`config.mk`:
```
export PLATFORM = sky130hd
export DESIGN_NAME = pcc_clock_ctrl
export DESIGN_NICKNAME = d
export VERILOG_FILES = /design/src/hw/pcc_pkg.sv /design/src/hw/pcc_tick_if.sv /design/src/hw/pcc_clock_ctrl.sv /design/src/hw/pcc_edge_div.sv
export SDC_FILE = /design/constraint.sdc
export NUM_CORES = 1
export LEC_CHECK = 0
export BUFFER_PORTS_ARGS = -buffer_cell sky130_fd_sc_hd__buf_2
export CORE_ASPECT_RATIO = 0.8
export CORE_UTILIZATION = 55
export DETAILED_ROUTE_END_ITERATION = 10
export PLACE_DENSITY = 0.79
export SKIP_CTS_REPAIR_TIMING = 1
export SLEW_MARGIN = 5
export SYNTH_ARGS = -nofsm -noshare
export SYNTH_HDL_FRONTEND = slang
export SYNTH_HIERARCHICAL = 1
export SYNTH_SLANG_ARGS = --single-unit
export TNS_END_PERCENT = 20
```
`constraint.sdc`:
```
create_clock -name clk -period 3.1 [get_ports clk]
set_input_delay 0.155 -clock clk [delete_from_list [all_inputs] [get_ports clk]]
set_output_delay 0.155 -clock clk [all_outputs]
set_load 0.005 [all_outputs]
```
`src/hw/pcc_pkg.sv`:
```
package pcc_pkg;

  // clock rates and timing
  localparam int unsigned CLK_HZ        = 20_000_000;
  localparam int unsigned PLL_HZ        = 20_480_000;
  localparam int unsigned ADC_HZ        = 512_000;
  localparam int unsigned LOCK_MAX_US   = 2000;
  localparam int unsigned LOCK_CYCLES   = LOCK_MAX_US * (CLK_HZ / 1_000_000);
  localparam int unsigned ADC_DIV       = PLL_HZ / ADC_HZ;
  localparam int unsigned OSC_DIV       = 4;
  localparam int unsigned SYS_ACQ_DIV   = 8;
  localparam logic [9:0]  PLL_MULT      = 10'h271;

  // register byte offsets
  localparam logic [7:0]  OFF_STATE     = 8'h00;
  localparam logic [7:0]  OFF_POW_KEY0  = 8'h04;
  localparam logic [7:0]  OFF_POW       = 8'h08;
  localparam logic [7:0]  OFF_POW_KEY1  = 8'h0C;
  localparam logic [7:0]  OFF_PLL_KEY0  = 8'h10;
  localparam logic [7:0]  OFF_PLL_SRC   = 8'h14;
  localparam logic [7:0]  OFF_PLL_KEY1  = 8'h18;
  localparam logic [7:0]  OFF_AUX       = 8'h1C;

  // key values
  localparam logic [31:0] PLL_KEY0      = 32'h0000_00AA;
  localparam logic [31:0] PLL_KEY1      = 32'h0000_0055;
  localparam logic [31:0] POW_KEY0      = 32'h0000_0001;
  localparam logic [31:0] POW_KEY1      = 32'h0000_00F4;

  // field positions
  localparam int unsigned SRC_LSB       = 0;
  localparam int unsigned CD_LSB        = 0;
  localparam int unsigned MODE_LSB      = 3;
  localparam int unsigned ST_IRQ_BIT    = 0;
  localparam int unsigned ST_LOCK_BIT   = 1;
  localparam int unsigned ST_XTAL_BIT   = 2;
  localparam int unsigned AUX_ADCLP_BIT = 0;
  localparam int unsigned AUX_TOUT_BIT  = 1;

  // source codes and reset values
  localparam logic [1:0]  SRC_LP        = 2'h0;
  localparam logic [1:0]  SRC_PREC      = 2'h1;
  localparam logic [1:0]  SRC_XTAL      = 2'h2;
  localparam logic [1:0]  SRC_RST       = SRC_LP;
  localparam logic [2:0]  CD_RST        = 3'h1;
  localparam logic [3:0]  MODE_ACTIVE   = 4'h7;
  localparam logic [3:0]  MODE_RST      = MODE_ACTIVE;

  // bus responses
  localparam logic [1:0]  RESP_OKAY     = 2'h0;
  localparam logic [1:0]  RESP_SLVERR   = 2'h2;

  typedef enum logic [2:0] {
    PCC_K_IDLE,
    PCC_K_PLL_ARM,
    PCC_K_PLL_HELD,
    PCC_K_POW_ARM,
    PCC_K_POW_HELD
  } pcc_key_e;

endpackage : pcc_pkg

```
`src/hw/pcc_tick_if.sv`:
```
interface pcc_tick_if;
  logic lvl;
  logic tick;
  modport div  (input lvl, output tick);
  modport user (output lvl, input tick);
endinterface : pcc_tick_if

```
`src/hw/pcc_clock_ctrl.sv`:
```
// Chosen here: the register addresses and the AXI4-Lite interface to the registers.
module pcc_clock_ctrl #(
  parameter int unsigned LOCK_CYC = pcc_pkg::LOCK_CYCLES
) (
  // clock, reset, enable
  input  wire logic        clk,
  input  wire logic        rst,
  input  wire logic        ce,
  // axi4-lite write
  input  wire logic [7:0]  s_axi_awaddr,
  input  wire logic        s_axi_awvalid,
  output logic             s_axi_awready,
  input  wire logic [31:0] s_axi_wdata,
  input  wire logic [3:0]  s_axi_wstrb,
  input  wire logic        s_axi_wvalid,
  output logic             s_axi_wready,
  output logic [1:0]       s_axi_bresp,
  output logic             s_axi_bvalid,
  input  wire logic        s_axi_bready,
  // axi4-lite read
  input  wire logic [7:0]  s_axi_araddr,
  input  wire logic        s_axi_arvalid,
  output logic             s_axi_arready,
  output logic [31:0]      s_axi_rdata,
  output logic [1:0]       s_axi_rresp,
  output logic             s_axi_rvalid,
  input  wire logic        s_axi_rready,
  // asynchronous pins
  input  wire logic        lp_osc_in,
  input  wire logic        prec_osc_in,
  input  wire logic        crystal_input_pin,
  input  wire logic        pll_lock_in,
  input  wire logic        pll_run_in,
  input  wire logic        wake_in,
  // clock control outputs
  output logic [1:0]       ref_sel,
  output logic             pll_ref_tick,
  output logic [9:0]       pll_fb_div,
  output logic             sys_fast,
  output logic             sys_tick,
  output logic             core_tick,
  output logic             core_run,
  output logic             power_down,
  output logic             adc_tick,
  output logic             wdt_tick
);
  import pcc_pkg::*;

  localparam int unsigned LW = $clog2(LOCK_CYC + 1);

  // returns 2^cd - 1 as the core counter limit
  function automatic logic [6:0] cd_limit(input logic [2:0] cd);
    cd_limit = 7'h7F >> (3'h7 - cd);
  endfunction

  // synchroniser: lp, prec, xtal, lock, run, wake
  logic [5:0] sync1, sync2, next_sync1, next_sync2;
  always_comb begin
    next_sync1 = {wake_in, pll_run_in, pll_lock_in, crystal_input_pin, prec_osc_in, lp_osc_in};
    next_sync2 = sync1;
  end
  always_ff @(posedge clk) begin
    if (rst) begin
      sync1 <= '0;
      sync2 <= '0;
    end else if (ce) begin
      sync1 <= next_sync1;
      sync2 <= next_sync2;
    end
  end

  logic lock_s, run_s, wake_s, xtal_s;
  assign xtal_s = sync2[2];
  assign lock_s = sync2[3];
  assign run_s  = sync2[4];
  assign wake_s = sync2[5];

  // oscillator edge dividers
  pcc_tick_if lp4_if ();
  pcc_tick_if prec4_if ();
  pcc_tick_if lpraw_if ();
  pcc_tick_if xtal_if ();
  assign lp4_if.lvl   = sync2[0];
  assign prec4_if.lvl = sync2[1];
  assign lpraw_if.lvl = sync2[0];
  assign xtal_if.lvl  = xtal_s;

  pcc_edge_div #(.DIV(OSC_DIV)) u_lp4   (.clk(clk), .rst(rst), .ce(ce), .t(lp4_if));
  pcc_edge_div #(.DIV(OSC_DIV)) u_prec4 (.clk(clk), .rst(rst), .ce(ce), .t(prec4_if));
  pcc_edge_div #(.DIV(1))       u_lpraw (.clk(clk), .rst(rst), .ce(ce), .t(lpraw_if));
  pcc_edge_div #(.DIV(1))       u_xtal  (.clk(clk), .rst(rst), .ce(ce), .t(xtal_if));

  // bus and register state
  logic        aw_hold, w_hold, next_aw_hold, next_w_hold;
  logic [7:0]  waddr, next_waddr;
  logic [31:0] wdata, next_wdata;
  logic [3:0]  wstrb, next_wstrb;
  logic        next_awready, next_wready, next_bvalid, next_arready, next_rvalid;
  logic [1:0]  next_bresp, next_rresp;
  logic [31:0] next_rdata;
  pcc_key_e    key, next_key;
  logic [1:0]  src, next_src, held_src, next_held_src;
  logic [2:0]  cd, next_cd;
  logic [3:0]  mode, next_mode;
  logic [6:0]  held_pow, next_held_pow;
  logic        irq, next_irq, adc_lp, next_adc_lp, tout, next_tout;
  logic        locked, next_locked, acq, next_acq, wake_prev;
  logic [LW-1:0] lock_cnt, next_lock_cnt;
  logic        wr_go, wake_rise, lock_fall;

  assign wr_go     = aw_hold && w_hold && !s_axi_bvalid;
  assign wake_rise = wake_s && !wake_prev;
  assign lock_fall = locked && !next_locked;

  // read data for one register word; key registers read zero
  function automatic logic [31:0] rd_word(input logic [7:0] a, input logic [1:0] s,
                                          input logic [2:0] c, input logic [3:0] m,
                                          input logic [2:0] st, input logic [1:0] ax);
    rd_word = 32'h0000_0000;
    case (a)
      OFF_STATE:   rd_word[2:0] = st;
      OFF_PLL_SRC: rd_word[SRC_LSB +: 2] = s;
      OFF_POW:     rd_word[6:0] = {m, c};
      OFF_AUX:     rd_word[1:0] = ax;
      default:     rd_word = 32'h0000_0000;
    endcase
  endfunction

  function automatic logic mapped(input logic [7:0] a);
    mapped = (a == OFF_STATE) || (a == OFF_POW_KEY0) || (a == OFF_POW) || (a == OFF_POW_KEY1) ||
             (a == OFF_PLL_KEY0) || (a == OFF_PLL_SRC) || (a == OFF_PLL_KEY1) || (a == OFF_AUX);
  endfunction

  // axi slave, key sequencer, registers; one write and one read at a time
  always_comb begin
    next_aw_hold  = aw_hold;
    next_w_hold   = w_hold;
    next_waddr    = waddr;
    next_wdata    = wdata;
    next_wstrb    = wstrb;
    next_bvalid   = s_axi_bvalid;
    next_bresp    = s_axi_bresp;
    next_rvalid   = s_axi_rvalid;
    next_rresp    = s_axi_rresp;
    next_rdata    = s_axi_rdata;
    next_key      = key;
    next_src      = src;
    next_held_src = held_src;
    next_cd       = cd;
    next_mode     = mode;
    next_held_pow = held_pow;
    next_irq      = irq;
    next_adc_lp   = adc_lp;
    next_tout     = tout;
    if (s_axi_awvalid && s_axi_awready) begin
      next_aw_hold = 1'b1;
      next_waddr   = s_axi_awaddr;
    end
    if (s_axi_wvalid && s_axi_wready) begin
      next_w_hold = 1'b1;
      next_wdata  = s_axi_wdata;
      next_wstrb  = s_axi_wstrb;
    end
    if (s_axi_bvalid && s_axi_bready) begin
      next_bvalid = 1'b0;
    end
    if (wr_go) begin
      next_aw_hold = 1'b0;
      next_w_hold  = 1'b0;
      next_bvalid  = 1'b1;
      next_bresp   = mapped(waddr) ? RESP_OKAY : RESP_SLVERR;
      next_key     = PCC_K_IDLE; // any write out of sequence breaks it
      case (waddr)
        OFF_PLL_KEY0: if (wdata == PLL_KEY0) next_key = PCC_K_PLL_ARM;
        OFF_PLL_SRC: begin
          if (key == PCC_K_PLL_ARM && wstrb[0]) begin
            next_held_src = wdata[SRC_LSB +: 2];
            next_key      = PCC_K_PLL_HELD;
          end
        end
        OFF_PLL_KEY1: if (key == PCC_K_PLL_HELD && wdata == PLL_KEY1) next_src = held_src;
        OFF_POW_KEY0: if (wdata == POW_KEY0) next_key = PCC_K_POW_ARM;
        OFF_POW: begin
          if (key == PCC_K_POW_ARM && wstrb[0]) begin
            next_held_pow = wdata[6:0];
            next_key      = PCC_K_POW_HELD;
          end
        end
        OFF_POW_KEY1: begin
          if (key == PCC_K_POW_HELD && wdata == POW_KEY1) begin
            next_cd   = held_pow[CD_LSB +: 3];
            next_mode = held_pow[MODE_LSB +: 4];
          end
        end
        OFF_STATE: if (wstrb[0] && wdata[ST_IRQ_BIT]) next_irq = 1'b0;
        OFF_AUX: begin
          if (wstrb[0]) begin
            next_adc_lp = wdata[AUX_ADCLP_BIT];
            if (wdata[AUX_TOUT_BIT]) next_tout = 1'b0;
          end
        end
        default: next_key = PCC_K_IDLE;
      endcase
    end
    // hardware sets win over software clears
    if (lock_fall) next_irq = 1'b1;
    if (acq && !lock_s && lock_cnt == LW'(LOCK_CYC - 1)) next_tout = 1'b1;
    // wake leaves power-down regardless of bus traffic
    if (wake_rise && mode != MODE_ACTIVE) next_mode = MODE_ACTIVE;
    if (s_axi_rvalid && s_axi_rready) begin
      next_rvalid = 1'b0;
    end
    if (s_axi_arvalid && s_axi_arready) begin
      next_rvalid = 1'b1;
      next_rresp  = mapped(s_axi_araddr) ? RESP_OKAY : RESP_SLVERR;
      next_rdata  = rd_word(s_axi_araddr, src, cd, mode, {xtal_s, locked, irq}, {tout, adc_lp});
    end
    next_awready = !next_aw_hold && !next_bvalid;
    next_wready  = !next_w_hold && !next_bvalid;
    next_arready = !next_rvalid;
  end

  always_ff @(posedge clk) begin
    if (rst) begin
      aw_hold       <= 1'b0;
      w_hold        <= 1'b0;
      waddr         <= 8'h00;
      wdata         <= 32'h0000_0000;
      wstrb         <= 4'h0;
      s_axi_awready <= 1'b0;
      s_axi_wready  <= 1'b0;
      s_axi_bvalid  <= 1'b0;
      s_axi_bresp   <= RESP_OKAY;
      s_axi_arready <= 1'b0;
      s_axi_rvalid  <= 1'b0;
      s_axi_rresp   <= RESP_OKAY;
      s_axi_rdata   <= 32'h0000_0000;
      key           <= PCC_K_IDLE;
      src           <= SRC_RST;
      held_src      <= SRC_RST;
      cd            <= CD_RST;
      mode          <= MODE_RST;
      held_pow      <= {MODE_RST, CD_RST};
      irq           <= 1'b0;
      adc_lp        <= 1'b0;
      tout          <= 1'b0;
    end else if (ce) begin
      aw_hold       <= next_aw_hold;
      w_hold        <= next_w_hold;
      waddr         <= next_waddr;
      wdata         <= next_wdata;
      wstrb         <= next_wstrb;
      s_axi_awready <= next_awready;
      s_axi_wready  <= next_wready;
      s_axi_bvalid  <= next_bvalid;
      s_axi_bresp   <= next_bresp;
      s_axi_arready <= next_arready;
      s_axi_rvalid  <= next_rvalid;
      s_axi_rresp   <= next_rresp;
      s_axi_rdata   <= next_rdata;
      key           <= next_key;
      src           <= next_src;
      held_src      <= next_held_src;
      cd            <= next_cd;
      mode          <= next_mode;
      held_pow      <= next_held_pow;
      irq           <= next_irq;
      adc_lp        <= next_adc_lp;
      tout          <= next_tout;
    end
  end

  // lock tracking and derived clock enables
  logic [2:0] sys_cnt, next_sys_cnt;
  logic [6:0] core_cnt, next_core_cnt;
  logic [5:0] adc_cnt, next_adc_cnt;
  logic       sys_c, adc_fast, ref_c;
  logic       next_core_tick, next_adc_tick, next_core_run, next_pd;

  always_comb begin
    next_acq      = acq;
    next_lock_cnt = lock_cnt;
    if (acq) begin
      if (lock_s || lock_cnt == LW'(LOCK_CYC - 1)) begin
        next_acq = 1'b0;
      end else begin
        next_lock_cnt = lock_cnt + LW'(1);
      end
    end
    next_locked = !acq && lock_s;
    // losing lock or waking restarts acquisition at the slow rate
    if ((locked && !lock_s) || (wake_rise && mode != MODE_ACTIVE)) begin
      next_acq      = 1'b1;
      next_lock_cnt = '0;
    end
    // slow system clock while unlocked, full rate once locked
    next_sys_cnt = locked ? 3'h0 : sys_cnt + 3'h1;
    sys_c        = locked || (sys_cnt == 3'(SYS_ACQ_DIV - 1));
    // core divider follows cd live; >= handles a shrinking limit
    next_core_cnt  = core_cnt;
    next_core_tick = 1'b0;
    if (sys_c) begin
      if (core_cnt >= cd_limit(cd)) begin
        next_core_cnt  = 7'h00;
        next_core_tick = core_run;
      end else begin
        next_core_cnt = core_cnt + 7'h01;
      end
    end
    // fixed adc divide from the pll rate
    next_adc_cnt = adc_cnt;
    adc_fast     = 1'b0;
    if (sys_c) begin
      if (adc_cnt == 6'(ADC_DIV - 1)) begin
        next_adc_cnt = 6'h00;
        adc_fast     = 1'b1;
      end else begin
        next_adc_cnt = adc_cnt + 6'h01;
      end
    end
    next_adc_tick = adc_lp ? lpraw_if.tick : adc_fast;
    // reference mux; reserved code gives no reference
    case (src)
      SRC_LP:   ref_c = lp4_if.tick;
      SRC_PREC: ref_c = prec4_if.tick;
      SRC_XTAL: ref_c = xtal_if.tick;
      default:  ref_c = 1'b0;
    endcase
    next_pd       = (next_mode != MODE_ACTIVE);
    next_core_run = run_s && !next_pd; // no wait for lock
  end

  always_ff @(posedge clk) begin
    if (rst) begin
      acq          <= 1'b1;
      lock_cnt     <= '0;
      locked       <= 1'b0;
      wake_prev    <= 1'b0;
      sys_cnt      <= 3'h0;
      core_cnt     <= 7'h00;
      adc_cnt      <= 6'h00;
      sys_tick     <= 1'b0;
      sys_fast     <= 1'b0;
      core_tick    <= 1'b0;
      adc_tick     <= 1'b0;
      pll_ref_tick <= 1'b0;
      wdt_tick     <= 1'b0;
      ref_sel      <= SRC_RST;
      pll_fb_div   <= PLL_MULT;
      core_run     <= 1'b0;
      power_down   <= 1'b0;
    end else if (ce) begin
      acq          <= next_acq;
      lock_cnt     <= next_lock_cnt;
      locked       <= next_locked;
      wake_prev    <= wake_s;
      sys_cnt      <= next_sys_cnt;
      core_cnt     <= next_core_cnt;
      adc_cnt      <= next_adc_cnt;
      sys_tick     <= sys_c;
      sys_fast     <= locked;
      core_tick    <= next_core_tick;
      adc_tick     <= next_adc_tick;
      pll_ref_tick <= ref_c;
      wdt_tick     <= lp4_if.tick; // always running, no disable bit
      ref_sel      <= src;
      pll_fb_div   <= PLL_MULT;
      core_run     <= next_core_run;
      power_down   <= next_pd;
    end
  end
endmodule // pcc_clock_ctrl

```
`src/hw/pcc_edge_div.sv`:
```
module pcc_edge_div #(
  parameter int unsigned DIV = 4
) (
  // clock and control
  input wire logic clk,
  input wire logic rst,
  input wire logic ce,
  // level in, tick out
  pcc_tick_if.div  t
);
  import pcc_pkg::*;

  localparam int unsigned CW = (DIV > 1) ? $clog2(DIV) : 1;

  logic          prev;
  logic [CW-1:0] cnt;
  logic          tick_q;
  logic          next_prev;
  logic [CW-1:0] next_cnt;
  logic          next_tick;

  // count rising edges, one tick every DIV edges
  always_comb begin
    next_prev = t.lvl;
    next_cnt  = cnt;
    next_tick = 1'b0;
    if (t.lvl && !prev) begin
      if (cnt >= CW'(DIV - 1)) begin // >= also covers DIV of one
        next_cnt  = '0;
        next_tick = 1'b1;
      end else begin
        next_cnt = cnt + CW'(1);
      end
    end
  end

  always_ff @(posedge clk) begin
    if (rst) begin
      prev   <= 1'b0;
      cnt    <= '0;
      tick_q <= 1'b0;
    end else if (ce) begin
      prev   <= next_prev;
      cnt    <= next_cnt;
      tick_q <= next_tick;
    end
  end

  assign t.tick = tick_q;

endmodule // pcc_edge_div

```
==> results.py <==
metrics = {
    "outcome": {
        "outcome": "finished, violations left",
        "violations": "design-rule violations, negative hold slack",
    },
    "grt": {
        "grt_pass1_wl_mm": 24.3,
        "grt_max_degree": 62,
        "overflow": 0,
        "grt_use_total_pct": 24.2,
        "antenna_found_initial": 0,
        "grt_pass1_vias": 5024,
    },
    "finish": {
        "fin_util_pct": 68.9,
        "fin_cells": 1050,
        "nets": 970,
        "final_layout_size_suffix_gt1_share_pct": 16.0,
        "finalInstanceArea_mm2": 0.00806,
        "area_delta_synth_final_pct": 20.2,
        "diodes": 0,
    },
    "placed_design": {
        "dp_worst_setup_slack_ns": 0.712,
        "dpl_cell_area_mm2": 0.00711,
        "gp_congestion": 0.864,
        "io_buffers": 86,
        "dp.cells": 987,
        "dp_hpwl_mm": 10.0,
    },
    "pwr": {
        "switching_power_mw": 0.985,
        "total_power_mw": 4.49,
        "netSwitchingFraction_pct": 21.9,
        "p_int_mw": 3.51,
        "pwr-share-seq_pct": 44.4,
        "clkPwrFrac_pct": 49.4,
        "total_leakage_power_nw": 3.18,
        "p_per_area_mw_per_mm2": 557,
        "comb_power_share_pct": 6.2,
        "peakVddDrop_uv": 370,
    },
    "clock_tree": {
        "clkLatencyLatePin_ns": 0.42,
        "clockBufferDepth": 2,
        "cts_tree": "built",
        "cts_made_buffers": 17,
        "cts.sink_count": 150,
        "root_buffer": "clkbuf_16",
        "path_clk_slew_ns": 0.06,
        "htree_levels": 4,
    },
    "route": {
        "viasPerCell": 5.46,
        "first_pass_iters": 8,
        "post-route-drc-count": 7,
        "met1_length_mm": 7.42,
        "highest_layer": "met4",
        "dr.first_iter.drc_count": 506,
        "wl_per_cell_um": 14.5,
        "vias": 5730,
        "met2_length_mm": 6.81,
        "antenna_left": 0,
        "wl_met3_um": 883,
        "drt-total-wl_mm": 15.2,
    },
    "logic_synthesis": {
        "synth_top_area_share_pct": 44.8,
        "ys_seq_area_share_pct": 44.8,
        "synth-simple-area-share_pct": 22.9,
        "netlist_area_mm2": 0.00671,
        "synth_xor_xnor_area_share_pct": 3.00,
        "synth_compound_area_share_pct": 13.8,
        "ys_seq_elements": 150,
        "yosysTopAreaCell": "dfxtp_1",
        "synth_ff_type": "dfxtp_1",
        "yosysWarningCount": 6,
        "synth-edff-count": 0,
        "synth.area.top_cells": "dfxtp_1, nand2_1, mux2i_1",
        "synth_cells": 782,
        "yosysMostFrequentCell": "dfxtp_1",
        "synth_common_cells": "dfxtp_1, nand2_1, nor2_1",
        "synth_cell_types": 64,
        "synth_top_family_by_area": "simple AND/OR/NAND/NOR gates",
        "synthMuxAreaShare_pct": 5.84,
        "async_flop_share_pct": 0,
        "syn-mean-instance-area_um2": 8.58,
        "synthAdderAreaFrac_pct": 2.61,
    },
    "min_path": {
        "hold_class": "in -> reg",
    },
    "die": {
        "row_count": 35,
        "design.core.area_mm2": 0.0117,
        "die_x_um": 125,
        "die_area_mm2": 0.0126,
        "die_h_um": 101,
        "start_util_pct": 57.4,
        "ios": 127,
    },
    "sta": {
        "max_freq_ghz": 0.399,
        "fin_ws_ns": 0.593,
        "post-route-period-util_pct": 80.9,
        "whs_ns": -0.0274,
        "worst_pin_slew_ns": 0.719,
        "finClkSkew_ns": 0.00838,
        "slew_violations": 0,
        "finalSetupViolations": 0,
        "finalHoldViolCount": 11,
        "period_needed_ns": 2.51,
        "rsz0062_at_grt": "no",
        "fin_setup_tns_ns": 0,
        "slew-limit-headroom_pct": 52.1,
    },
    "setup_path": {
        "slowest_delay_ns": 0.53,
        "crit_family": "simple AND/OR/NAND/NOR gates",
        "cpMaxStageDelayCell": "and3_1",
        "start_kind": "flip-flop",
        "cp-end-kind": "flip-flop",
        "cp.required_ns": 3.37,
        "crit_fanout": 11,
        "crit_buf_inv": 0,
        "path_class": "reg -> reg",
        "worstPathArrival_ns": 2.78,
        "path_cells": "and4b_1 -> nand3_1 -> nor4b_1 -> and3_1 -> mux2i_1 -> nand2_1",
    },
    "run": {
        "cap_violations": 0,
    },
}
flip-flops by register name, indices dropped and copies added, names as in the netlist, 2 cells and up:
| name | flops |
|---|---|
| adc_cnt | 6 |
| cd | 3 |
| core_cnt | 7 |
| held_pow | 7 |
| held_src | 2 |
| key | 3 |
| lock_cnt | 16 |
| mode | 4 |
| next_sync2 | 6 |
| ref_sel | 2 |
| s_axi_rdata | 7 |
| src | 2 |
| sync2 | 6 |
| sys_cnt | 3 |
| u_lp4/cnt | 2 |
| u_prec4/cnt | 2 |
| waddr | 8 |
| wdata | 32 |
kinds of logic after synthesis:
family / Yosys count
fa+ha+maj: 14
simple gates: 326
buf+inv: 84
xor+xnor: 23
compound gates: 145
other cells: 2
flops: 150
mux: 38
cell usage in the layout (no fill, tap or decap), types with 4 or more instances in the layout:
cell type      netlist  layout
xnor2_1             16      16
dlygate4sd3_1        0      32
dfxtp_1            150     150
a221oi_1             4       4
nor3_1              10      10
a22oi_1             13      13
nand4_1              8       8
nand4b_1             4       4
inv_1               10      10
nand3b_1             5       5
nor2b_1              6       6
nor2_1              85      85
a2111oi_0            4       4
a21oi_1             69      69
nand2b_1            11      11
clkbuf_16            0      17
ha_1                14      14
nor4_1               9       9
and3_1               6       6
o21ai_1              6       6
nand2_1            132     132
mux2i_1             35      35
a211oi_1            13      13
bufinv_16            0       5
or3_1                4       4
buf_2                3      85
xor2_1               7       7
nand3_1             25      25
buf_4               37      11
conb_1               2      37
o21ai_0             11      11
power groups by stage:
stage	combinational [mW]	clock (mW)	sequential (mW)
final	0.278	2.22	2.00
after global routing	0.307	2.32	2.00
after CTS	0.244	2.23	1.99
after detailed placement	0.243	0	2.04
after global placement	0.239	0	2.03
after floorplan	0.188	0	2.03
path summary, 6_finish.rpt:
path,start,endpoint,slack [ns],cells past startpoint
hold / removal,s_axi_wdata[24],wdata[24]$_SDFFE_PP0P_,-0.03,3
hold reg to reg,wdata[29]$_SDFFE_PP0P_,wdata[29]$_SDFFE_PP0P_,0.46,2
setup reg to reg,s_axi_bvalid$_SDFFE_PP0P_,held_pow[5]$_SDFFE_PP1P_,0.59,6
setup / recovery,s_axi_bvalid$_SDFFE_PP0P_,held_pow[5]$_SDFFE_PP1P_,0.59,6
layer usage:
metal	vias up	global-route usage, %
li1	2870	-
met1	2666	33.7
met2	183	37.6
met3	11	4.99
met4	0	8.26
met5	-	0
tightest hold or removal path: cells and delay by family:
kind / cells / cell delay (ns)
AOI/OAI and AO/OA: 1 / 0.05
buffers and inverters: 1 / 0.09
and+or+nand+nor: 1 / 0.05
area by class of cell:
cell class,count,area [um^2]
multi-input combinational,583,3370
tap,148,185
clock inverter,13,206
clock buffer,18,429
sequential,150,3000
timing repair buffer,128,828
fill,917,3630
inverter,10,37.5
Note: power is estimated with default switching activity, not from simulation.
